--- src/pkg/usbrp_defines.vh ---
`ifndef USBRP_DEFINES_VH
`define USBRP_DEFINES_VH
// ------------------------------------------------------------
// Register map
// ------------------------------------------------------------
`define USBRP_ADDR_W 8
`define USBRP_OFF_CFGFLAG 8'h60
`define USBRP_OFF_PORTCTL 8'h64
`define USBRP_OFF_PORTSIG 8'h68
`define USBRP_PORTCTL_RST 32'h00002000
// ------------------------------------------------------------
// Port control field positions
// ------------------------------------------------------------
`define USBRP_B_WAKEOC 22
`define USBRP_B_WAKEDET 21
`define USBRP_B_WAKEATT 20
`define USBRP_F_TEST_HI 19
`define USBRP_F_TEST_LO 16
`define USBRP_B_HANDOFF 13
`define USBRP_B_SUPPLY 12
`define USBRP_B_LINE_HI 11
`define USBRP_B_LINE_LO 10
`define USBRP_B_BUSRST 8
`define USBRP_B_SUSP 7
`define USBRP_B_RESUME 6
`define USBRP_B_OCCHG 5
`define USBRP_B_OCACT 4
`define USBRP_B_ENCHG 3
`define USBRP_B_ENABLED 2
`define USBRP_B_ATTCHG 1
`define USBRP_B_ATTACH 0
// ------------------------------------------------------------
// Bus answers and timing
// ------------------------------------------------------------
`define USBRP_RESP_OKAY 2'h0
`define USBRP_RESP_SLVERR 2'h2
// Minimum bus reset length kept even if software ends reset early.
`define USBRP_RESET_NS 10000
`define USBRP_CLK_NS 10
`define USBRP_RESET_CYC ((`USBRP_RESET_NS + `USBRP_CLK_NS - 1) / `USBRP_CLK_NS)
`define USBRP_CNT_W 11
`endif

--- src/rtl/usbrp_root_port.v ---
// How it works
// RULE1: Config flag one routes ports here.
// RULE2: Software sets config flag last.
// RULE3: Reserved bits read zero, ignore writes.
// RULE4: Three enables select wake events.
// RULE5: Zero test select means no test.
// RULE6: Flag rising forces ownership bit zero.
// RULE7: Ownership held one while flag zero.
// RULE8: Software hands away non-high-speed devices.
// RULE9: Port power bit is read-only one.
// RULE10: Line field shows D+ high, D- low.
// RULE11: Reset write one starts bus reset.
// RULE12: Reset write zero ends reset signalling.
// RULE13: Suspend write one suspends; zero ignored.
// RULE14: Resume fall or reset clears suspend.
// RULE15: Resume drives K; J-to-K sets it.
// RULE16: Resume write zero completes resume.
// RULE17: Over-current change sets; write-one clears.
// RULE18: Over-current active mirrors condition.
// RULE19: Enable change only on EOF2 disable.
// RULE20: Only controller enables; faults/software disable.
// RULE21: Attach change sets on change; W1C.
// RULE22: Attach state mirrors device presence.
`timescale 1ns/1ps
`default_nettype none
`include "usbrp_defines.vh"
module usbrp_root_port
(
   input wire sys_clk,
   input wire arst_n,
   input wire [7:0] s_axi_awaddr,
   input wire s_axi_awvalid,
   output wire s_axi_awready,
   input wire [31:0] s_axi_wdata,
   input wire [3:0] s_axi_wstrb,
   input wire s_axi_wvalid,
   output wire s_axi_wready,
   output reg [1:0] s_axi_bresp,
   output reg s_axi_bvalid,
   input wire s_axi_bready,
   input wire [7:0] s_axi_araddr,
   input wire s_axi_arvalid,
   output wire s_axi_arready,
   output reg [31:0] s_axi_rdata,
   output reg [1:0] s_axi_rresp,
   output reg s_axi_rvalid,
   input wire s_axi_rready,
   input wire attachPin,
   input wire overcurrentPin,
   input wire linePlusPin,
   input wire lineMinusPin,
   input wire eof2Disable,
   input wire resetDoneHighSpeed,
   output reg routeToThisCtrl,
   output reg busResetDrive,
   output reg suspendDrive,
   output reg resumeDrive,
   output reg [3:0] testSelect,
   output reg wakeEvent
);

   // ------------------------------------------------------------
   // Pin synchronisers
   // ------------------------------------------------------------
   // Two flops per pin; only the second stage is read by logic.
   wire [3:0] pinRaw;
   reg [3:0] pinMeta_q;
   reg [3:0] pinSync_q;
   assign pinRaw = {lineMinusPin, linePlusPin, overcurrentPin, attachPin};
   genvar gi;
   generate
      for (gi = 0; gi < 4; gi = gi + 1)
      begin : gSync
         always @(posedge sys_clk or negedge arst_n)
         begin
            if (!arst_n)
            begin
               pinMeta_q[gi] <= 1'b0;
               pinSync_q[gi] <= 1'b0;
            end
            else
            begin
               pinMeta_q[gi] <= pinRaw[gi];
               pinSync_q[gi] <= pinMeta_q[gi];
            end
         end
      end
   endgenerate
   wire attachNow = pinSync_q[0];
   wire ocNow = pinSync_q[1];
   wire [1:0] lineNow = {pinSync_q[2], pinSync_q[3]}; // D+ upper, D- lower. [RULE10]

   // ------------------------------------------------------------
   // AXI4-Lite write path
   // ------------------------------------------------------------
   // Address and data latch separately so the master may offer either first.
   reg awHeld_q;
   reg wHeld_q;
   reg [7:0] awAddr_q;
   reg [31:0] wData_q;
   reg [3:0] wStrb_q;
   assign s_axi_awready = !awHeld_q && !s_axi_bvalid;
   assign s_axi_wready = !wHeld_q && !s_axi_bvalid;
   wire wrFire = awHeld_q && wHeld_q && !s_axi_bvalid;
   wire wrCfg = wrFire && awAddr_q == `USBRP_OFF_CFGFLAG;
   wire wrPort = wrFire && awAddr_q == `USBRP_OFF_PORTCTL;
   wire wrKnown = wrCfg || wrPort || awAddr_q == `USBRP_OFF_PORTSIG;
   // Only byte lanes with strobes set take effect.
   wire [31:0] wMask = {{8{wStrb_q[3]}}, {8{wStrb_q[2]}}, {8{wStrb_q[1]}}, {8{wStrb_q[0]}}};
   wire [31:0] portW1 = wrPort ? (wData_q & wMask) : 32'h00000000;
   wire [31:0] portW0 = wrPort ? (~wData_q & wMask) : 32'h00000000;

   always @(posedge sys_clk or negedge arst_n)
   begin
      if (!arst_n)
      begin
         awHeld_q <= 1'b0;
         wHeld_q <= 1'b0;
         awAddr_q <= 8'h00;
         wData_q <= 32'h00000000;
         wStrb_q <= 4'h0;
         s_axi_bvalid <= 1'b0;
         s_axi_bresp <= `USBRP_RESP_OKAY;
      end
      else
      begin
         if (s_axi_awvalid && s_axi_awready)
         begin
            awHeld_q <= 1'b1;
            awAddr_q <= {s_axi_awaddr[7:2], 2'b00};
         end
         if (s_axi_wvalid && s_axi_wready)
         begin
            wHeld_q <= 1'b1;
            wData_q <= s_axi_wdata;
            wStrb_q <= s_axi_wstrb;
         end
         if (wrFire)
         begin
            awHeld_q <= 1'b0;
            wHeld_q <= 1'b0;
            s_axi_bvalid <= 1'b1;
            s_axi_bresp <= wrKnown ? `USBRP_RESP_OKAY : `USBRP_RESP_SLVERR;
         end
         else if (s_axi_bvalid && s_axi_bready)
         begin
            s_axi_bvalid <= 1'b0;
         end
      end
   end

   // ------------------------------------------------------------
   // Configure flag and ownership
   // ------------------------------------------------------------
   reg cfgDone_q;
   reg handoff_q;
   wire cfgDone_d = (wrCfg && wStrb_q[0]) ? wData_q[0] : cfgDone_q;
   always @(posedge sys_clk or negedge arst_n)
   begin
      if (!arst_n)
      begin
         cfgDone_q <= 1'b0;
         handoff_q <= 1'b1;
         routeToThisCtrl <= 1'b0;
      end
      else
      begin
         cfgDone_q <= cfgDone_d;
         routeToThisCtrl <= cfgDone_q; // [RULE1]
         if (!cfgDone_q)
            handoff_q <= 1'b1; // [RULE7]
         else if (cfgDone_d && !cfgDone_q)
            handoff_q <= 1'b0;
         else if (wrPort && wStrb_q[1])
            handoff_q <= wData_q[`USBRP_B_HANDOFF];
         if (cfgDone_d && !cfgDone_q)
            handoff_q <= 1'b0; // Rising flag wins over everything. [RULE6]
      end
   end

   // ------------------------------------------------------------
   // Port state
   // ------------------------------------------------------------
   reg [2:0] wakeEn_q;
   reg busRst_q;
   reg susp_q;
   reg resume_q;
   reg ocChg_q;
   reg enChg_q;
   reg enabled_q;
   reg attChg_q;
   reg attPrev_q;
   reg ocPrev_q;
   reg jPrev_q;
   reg [`USBRP_CNT_W-1:0] rstCnt_q;
   wire rstMinDone = rstCnt_q == `USBRP_RESET_CYC;
   // J is D+ high (full-speed idle); K is D- high.
   wire lineK = lineNow == 2'b01;
   wire lineJ = lineNow == 2'b10;
   wire resumeFall = wrPort && wStrb_q[0] && resume_q && !wData_q[`USBRP_B_RESUME];
   wire rstStart = portW1[`USBRP_B_BUSRST];
   always @(posedge sys_clk or negedge arst_n)
   begin
      if (!arst_n)
      begin
         wakeEn_q <= 3'h0;
         testSelect <= 4'h0;
         busRst_q <= 1'b0;
         susp_q <= 1'b0;
         resume_q <= 1'b0;
         ocChg_q <= 1'b0;
         enChg_q <= 1'b0;
         enabled_q <= 1'b0;
         attChg_q <= 1'b0;
         attPrev_q <= 1'b0;
         ocPrev_q <= 1'b0;
         jPrev_q <= 1'b0;
         rstCnt_q <= {`USBRP_CNT_W{1'b0}};
      end
      else
      begin
         attPrev_q <= attachNow;
         ocPrev_q <= ocNow;
         jPrev_q <= lineJ;
         if (wrPort && wStrb_q[2])
         begin
            wakeEn_q <= wData_q[`USBRP_B_WAKEOC:`USBRP_B_WAKEATT]; // [RULE4]
            testSelect <= wData_q[`USBRP_F_TEST_HI:`USBRP_F_TEST_LO]; // [RULE5]
         end
         if (wrPort && wStrb_q[1])
            busRst_q <= wData_q[`USBRP_B_BUSRST]; // [RULE11] [RULE12]
         // Keep counting after an early clear so the minimum length is still driven.
         if ((busRst_q || rstCnt_q != {`USBRP_CNT_W{1'b0}}) && !rstMinDone)
            rstCnt_q <= rstCnt_q + 1'b1;
         else if (!busRst_q)
            rstCnt_q <= {`USBRP_CNT_W{1'b0}};
         // The controller enables at reset end if a high-speed device answered.
         if (busRst_q && wrPort && wStrb_q[1] && !wData_q[`USBRP_B_BUSRST])
            enabled_q <= attachNow && resetDoneHighSpeed; // [RULE20]
         else if (portW0[`USBRP_B_ENABLED] || !attachNow || rstStart)
            enabled_q <= 1'b0; // [RULE20]
         else if (eof2Disable && enabled_q)
            enabled_q <= 1'b0;
         if (rstStart || resumeFall)
            susp_q <= 1'b0; // [RULE14]
         else if (portW1[`USBRP_B_SUSP] && enabled_q)
            susp_q <= 1'b1; // [RULE13]
         if (susp_q && lineK && jPrev_q)
            resume_q <= 1'b1; // [RULE15]
         else if (wrPort && wStrb_q[0])
            resume_q <= wData_q[`USBRP_B_RESUME]; // [RULE16]
         // Set wins over write-one-to-clear in the same cycle.
         if (ocNow != ocPrev_q)
            ocChg_q <= 1'b1; // [RULE17]
         else if (portW1[`USBRP_B_OCCHG])
            ocChg_q <= 1'b0;
         if (eof2Disable && enabled_q)
            enChg_q <= 1'b1; // [RULE19]
         else if (portW1[`USBRP_B_ENCHG])
            enChg_q <= 1'b0;
         if (attachNow != attPrev_q)
            attChg_q <= 1'b1; // [RULE21]
         else if (portW1[`USBRP_B_ATTCHG])
            attChg_q <= 1'b0;
      end
   end

   // ------------------------------------------------------------
   // Line drive outputs and wake
   // ------------------------------------------------------------
   // Reset signalling stays on until software clears the bit, at least the minimum.
   always @(posedge sys_clk or negedge arst_n)
   begin
      if (!arst_n)
      begin
         busResetDrive <= 1'b0;
         suspendDrive <= 1'b0;
         resumeDrive <= 1'b0;
         wakeEvent <= 1'b0;
      end
      else
      begin
         busResetDrive <= busRst_q || (rstCnt_q != {`USBRP_CNT_W{1'b0}} && !rstMinDone); // [RULE12]
         suspendDrive <= susp_q && !resume_q;
         resumeDrive <= resume_q; // [RULE15]
         wakeEvent <= susp_q && ((wakeEn_q[2] && ocNow && !ocPrev_q)
            || (wakeEn_q[1] && !attachNow && attPrev_q)
            || (wakeEn_q[0] && attachNow && !attPrev_q)); // [RULE4]
      end
   end

   // ------------------------------------------------------------
   // Read path
   // ------------------------------------------------------------
   // Reserved bits are zero in every read image. [RULE3]
   wire [31:0] cfgImage = {31'h00000000, cfgDone_q};
   wire [31:0] portImage = {9'h000, wakeEn_q, testSelect, 2'b00, handoff_q,
      1'b1, lineNow, 1'b0, busRst_q, susp_q, resume_q, ocChg_q, ocNow,
      enChg_q, enabled_q, attChg_q, attachNow}; // [RULE9] [RULE18] [RULE22]
   assign s_axi_arready = !s_axi_rvalid;
   always @(posedge sys_clk or negedge arst_n)
   begin
      if (!arst_n)
      begin
         s_axi_rvalid <= 1'b0;
         s_axi_rdata <= 32'h00000000;
         s_axi_rresp <= `USBRP_RESP_OKAY;
      end
      else if (s_axi_arvalid && s_axi_arready)
      begin
         s_axi_rvalid <= 1'b1;
         s_axi_rresp <= `USBRP_RESP_OKAY;
         case ({s_axi_araddr[7:2], 2'b00})
            `USBRP_OFF_CFGFLAG: s_axi_rdata <= cfgImage;
            `USBRP_OFF_PORTCTL: s_axi_rdata <= portImage;
            `USBRP_OFF_PORTSIG: s_axi_rdata <= {28'h0000000, testSelect};
            default:
            begin
               s_axi_rdata <= 32'h00000000;
               s_axi_rresp <= `USBRP_RESP_SLVERR;
            end
         endcase
      end
      else if (s_axi_rvalid && s_axi_rready)
      begin
         s_axi_rvalid <= 1'b0;
      end
   end

endmodule
`default_nettype wire

--- config.mk ---
export PLATFORM = sky130hd
export DESIGN_NAME = usbrp_root_port
export DESIGN_NICKNAME = d
export VERILOG_FILES = /design/src/rtl/usbrp_root_port.v
export VERILOG_INCLUDE_DIRS = /design/src /design/src/pkg
export SDC_FILE = /design/constraint.sdc
export NUM_CORES = 1
export LEC_CHECK = 0
export BUFFER_PORTS_ARGS = -buffer_cell sky130_fd_sc_hd__buf_2
export CORE_MARGIN = 2
export CORE_UTILIZATION = 50
export CTS_BUF_LIST = sky130_fd_sc_hd__clkbuf_8
export DETAILED_ROUTE_END_ITERATION = 16
export PLACE_DENSITY = 0.78
export SETUP_SLACK_MARGIN = 0.15
export SKIP_CTS_REPAIR_TIMING = 1
export SYNTH_ARGS = -nofsm -noshare
export SYNTH_HDL_FRONTEND = slang
export SYNTH_SLANG_ARGS = --single-unit
--- constraint.sdc ---
create_clock -name sys_clk -period 5.12 [get_ports sys_clk]
set_input_delay 0.768 -clock sys_clk [delete_from_list [all_inputs] [get_ports sys_clk]]
set_output_delay 0.768 -clock sys_clk [all_outputs]
set_load 0.03 [all_outputs]
== Word-level counts from Yosys, hierarchy flattened ==
Index checks and enable logic that the tools add are counted.

* Register bits: 115
* Input bits: 65
* Output and inout port bits: 50
* Word-level logic and storage cells: 156

* Add/sub/neg operators: 1
* Eq/ne operators: 13
* Mux-type cells: 32
* Bitwise operators: 3
* Reductions and logical operators: 69

{| class="wikitable"
|+ Operators by type and width
! operator !! number
|-
| case mux 23 bit (3 select lines) || 1
|-
| equality test 6 x 5 -> 1 bit, second input constant || 6
|-
| logical AND 1 bit || 36
|-
| two-way mux 1 bit || 25
|-
| two-way mux 11 bit || 2
|-
| nonzero test 2 bit || 9
|-
| zero test 1 bit || 12
|-
| adder 11 x 1 -> 11 bit, second input constant || 1
|-
| equality test 11 x 10 -> 1 bit, second input constant || 1
|-
| nonzero test 11 bit || 1
|-
| AND 9 bit || 1
|-
| logical OR 1 bit || 9
|-
| two-way mux 9 bit || 1
|-
| two-way mux 2 bit || 2
|-
| AND 3 bit || 1
|-
| two-way mux 3 bit || 1
|-
| != test 3 x 1 -> 1 bit, second input constant || 1
|-
| inverter 3 bit || 1
|-
| nonzero test 3 bit || 1
|-
| OR reduction 3 bit || 1
|-
| equality test 2 x 1 -> 1 bit, second input constant || 1
|-
| equality test 2 bit, second input constant || 1
|-
| != test 1 bit || 2
|-
| != test 2 x 1 -> 1 bit, second input constant || 1
|}

== Longest topological paths before layout ==
* Depth after elaboration: 8
* Gate-level depth with buffers: 6
* Gate-level depth less buffers: 6

== Least setup slack after synthesis ==
No wires, ideal clock.

* Path kind: register to register
* From: register s_axi_bvalid
* To: register wData_q[0]
* Library setup time: 0.125 ns
* Data arrival time: 1.929 ns
* Required time: 4.995 ns
* Slack: 3.066 ns
* Cell stages (with the launch flop): 6
* Path buffers: 2
* Clock period less this slack: 2.054 ns
* Cell sequence: dfrtp_1 -> nor2_1 -> and2_1 -> clkbuf_1 -> buf_2 -> mux2_2

* Cells in the longest elaborated chain, start to end: 3

{| class="wikitable"
|+ Ends and longest elaborated chain
! item !! RTL line !! text
|-
| start, declared || usbrp_root_port.v:39 || <nowiki>output reg s_axi_bvalid,</nowiki>
|-
| start signal, assigned || usbrp_root_port.v:122 || <nowiki>s_axi_bvalid <= 1'b0;</nowiki>
|-
| start signal, assigned || usbrp_root_port.v:142 || <nowiki>s_axi_bvalid <= 1'b1;</nowiki>
|-
| start signal, assigned || usbrp_root_port.v:147 || <nowiki>s_axi_bvalid <= 1'b0;</nowiki>
|-
| zero test 1 bit || usbrp_root_port.v:103 || <nowiki>assign s_axi_wready = !wHeld_q && !s_axi_bvalid;</nowiki>
|-
| logical AND 1 bit || usbrp_root_port.v:103 ||
|-
| via s_axi_wready || usbrp_root_port.v:37 || <nowiki>output wire s_axi_wready,</nowiki>
|-
| logical AND 1 bit || usbrp_root_port.v:132 || <nowiki>if (s_axi_wvalid && s_axi_wready)</nowiki>
|-
| end signal, assigned || usbrp_root_port.v:135 || <nowiki>wData_q <= s_axi_wdata;</nowiki>
|-
| end, declared || usbrp_root_port.v:100 || <nowiki>reg [31:0] wData_q;</nowiki>
|}

The timed path passes the listed nets, and every way through them passes these cells.
A chain may end at the register's enable or synchronous reset.

== Worst setup path after layout ==
* From: input port s_axi_arvalid
* To: register s_axi_rdata[20]

* Cells in the longest elaborated chain, start to end: 1

{| class="wikitable"
|+ Ends and longest elaborated chain
! item !! RTL line !! text
|-
| start, declared || usbrp_root_port.v:42 || <nowiki>input wire s_axi_arvalid,</nowiki>
|-
| logical AND 1 bit || usbrp_root_port.v:309 || <nowiki>else if (s_axi_arvalid && s_axi_arready)</nowiki>
|-
| end signal, assigned || usbrp_root_port.v:314 || <nowiki>`USBRP_OFF_CFGFLAG: s_axi_rdata <= cfgImage;</nowiki>
|-
| end signal, assigned || usbrp_root_port.v:315 || <nowiki>`USBRP_OFF_PORTCTL: s_axi_rdata <= portImage;</nowiki>
|-
| end signal, assigned || usbrp_root_port.v:316 || <nowiki>`USBRP_OFF_PORTSIG: s_axi_rdata <= {28'h0000000, testSelect};</nowiki>
|-
| end, declared || usbrp_root_port.v:44 || <nowiki>output reg [31:0] s_axi_rdata,</nowiki>
|}

No other way between the ends.

==> metrics <==
fin. max-slew vios=0; startpoint class of the critical path=primary input; Max Fanout on Critical Path=25; Setup Total Neg Slack=0 ns; delay-heaviest family, CP=simple AND/OR/NAND/NOR gates; routed length per placed instance=15.0 um; max_slew headroom=0.248; CP required=5.41 ns; fin crit period=2.40 ns; drt pass-1 iters=4; Clock Sinks=94; worst min-delay path class=reg2reg; Gate Count Post-Synth=305; Worst path max stage delay=1.09 ns; Leak Pwr=2.30 nW; DRC=0; commonest non-fill, non-tap cell in the layout=dfrtp_1; # IOs=115; total of max-cap violations=0; ys flop type=dfrtp_1; sequential area share after synthesis=0.605; RD Place Congestion=0.800; critical path class=in2reg; CP cell instances=buf_2 > nand2_1 > nor3b_2 > a22o_1; r2r setup slk=2.74 ns; post-route setup slack=2.72 ns; vias in the first global route=2541; clk root buf=clkbuf_8; initial antenna violation count=0; status=complete, no violations; Ys Warns=0; pin count of the biggest net entering global routing=54; TritonCTS clock tree=built; final hold vios=0; Worst EP arrival=2.68 ns; Post-Route Skew=0.0150 ns; Slowest cell on crit path=nor3b_2; die area=8500 um^2; antenna diode count=0; Period Utilization, post-route=0.468; pre-CTS setup slack=2.34 ns; share of cells above drive strength 1=0.349; clock transition at the registers of the reported paths=0.09 ns; CP startpoint=s_axi_arvalid; Slew @ Worst Pin=1.12 ns; worst-skew pair later-pin latency=0.35 ns; Worst Setup End Kind=register; number of synthesized flops with an enable pin=0; Rows=32; WL final=7390 um; Worst R2R Path Depth=4; Worst IR Drop VDD=0.426 mV; most frequent cells in the layout=dfrtp_1 (93), buf_2 (78), mux2_2 (29), nand2_1 (24), a22o_1 (16); Via Count=2576; worst reg2reg path endpoint=s_axi_rdata[20]$_DFFE_PN0P_; Overflow after GRT=0; stages on the worst setup path=4; P&R area growth vs syn=16.5%; Max Fclk=0.417 GHz; initial drt markers=126; Avg Synthesized Cell Area=12.8 um^2; Total Nets Final=452; H-tree depth=3; die span in y=92.2 um; DP HPWL=5330 um; Unique masters post-synth=53; first-pass GRT wire length=12500 um; Critical path buffers and inverters=1; vias per inst=5.24; Synth Cell Area=3890 um^2; GRT Resource Usage Total=0.189; synthesis-stage register bit count=94; Post-DRT Antenna Nets=0; RR Startpoint=s_axi_rvalid$_DFFE_PN0P_; RSZ-0062 raised after global routing=no; Port Buffer Count=79; fraction of registers with async set/reset=1.00; Floorplan Core Area=7650 um^2; cts bufs inserted=9; filler instances=622; clock tree buffer depth=2; worst setup path end=s_axi_rdata[20]$_DFFE_PN0P_; Final Setup Violations=0; Starting Density=0.509; Die X-Extent=92.2 um; Pwr Density=465 nW/um^2
state kept, by name, summed over array words and instances (netlist names), 2 cells and up:
name / cells
pinMeta_q: 4
wData_q: 16
rstCnt_q: 11
wStrb_q: 3
wakeEn_q: 3
s_axi_rdata: 20
testSelect: 4
awAddr_q: 6
lineNow: 2
worst min path at each step:
stage                      startpoint                    to  slack (ns)  depth (start not counted)
5_1_grt        pinMeta_q[0]$_DFF_PN0_   attachNow$_DFF_PN0_        0.36                          0
4_1_cts        pinMeta_q[3]$_DFF_PN0_  lineNow[0]$_DFF_PN0_        0.35                          0
3_3_place_gp   pinMeta_q[3]$_DFF_PN0_  lineNow[0]$_DFF_PN0_        0.33                          0
6_report       pinMeta_q[3]$_DFF_PN0_  lineNow[0]$_DFF_PN0_        0.34                          0
3_5_place_dp   pinMeta_q[3]$_DFF_PN0_  lineNow[0]$_DFF_PN0_        0.34                          0
2_1_floorplan  pinMeta_q[0]$_DFF_PN0_   attachNow$_DFF_PN0_        0.33                          0
cell type report:
type                            count  area (um^2)  area share
Inverter                           10         37.5     0.00828
Multi-Input combinational cell    190         1400       0.309
Timing Repair Buffer               80          405      0.0894
Clock inverter                      7         83.8      0.0185
Sequential cell                    94         2350       0.519
Tap cell                          102          128      0.0282
Clock buffer                        9          124      0.0273
cell usage after synthesis (5+ instances only):
| cell type | count | share of area |
|---|---|---|
| nor2_1 | 13 | 0.013 |
| a21oi_1 | 5 | 0.0064 |
| a21o_1 | 6 | 0.012 |
| a22o_1 | 16 | 0.036 |
| clkbuf_1 | 6 | 0.0058 |
| o21ai_0 | 11 | 0.014 |
| nand3b_1 | 5 | 0.0096 |
| mux2i_1 | 5 | 0.013 |
| buf_4 | 14 | 0.027 |
| mux2_2 | 29 | 0.084 |
| dfrtp_1 | 93 | 0.60 |
| xnor2_1 | 5 | 0.011 |
| inv_1 | 10 | 0.0096 |
| nand2_1 | 24 | 0.023 |
metrics by stage:
stage / util / std cells / total power [mW] / hold WS, ns / area, um^2
floorplan: - / 318 / 1.47 / 0.331 / 3940
global placement: 0.566 / 476 / 1.58 / 0.334 / 4330
detailed placement: 0.566 / 476 / 1.62 / 0.336 / 4330
CTS: 0.593 / 492 / 2.12 / 0.349 / 4530
global route: 0.593 / 492 / 2.25 / 0.358 / 4530
finish: 0.593 / 492 / 2.11 / 0.343 / 4530
where the power goes:
| group | leakage [nW] | switching, mW | internal (mW) |
|---|---|---|---|
| logic | 0.984 | 0.296 | 0.258 |
| registers | 1.20 | 0.135 | 0.911 |
| clock network | 0.113 | 0.240 | 0.269 |
worst register-to-register path: stages (launching register included):
cell and delay [ns]:
dfrtp_1 0.39, inv_1 0.08, nand2_1 0.49, nor3b_2 1.10, a22o_1 0.26
metal layers:
layer  vias to the layer above  GRT usage  part of all wire
li1                       1207          -                 -
met1                      1283      0.253              0.44
met2                        75      0.301              0.50
met3                        11     0.0518             0.048
met4                         0     0.0572             0.020
met5                         -          0                 0
cell families after synthesis:
group                      after synthesis  synth area share
AOI/OAI and AO/OA                       52            0.0974
xor gates and xnor gates                 9            0.0203
adders and majority gates                2           0.00643
buffers and inverters                   34            0.0476
DFF                                     94             0.605
muxes                                   36             0.105
other                                    1          0.000964
and+or+nand+nor                         77             0.118
Power figures use the tool's default switching activity.
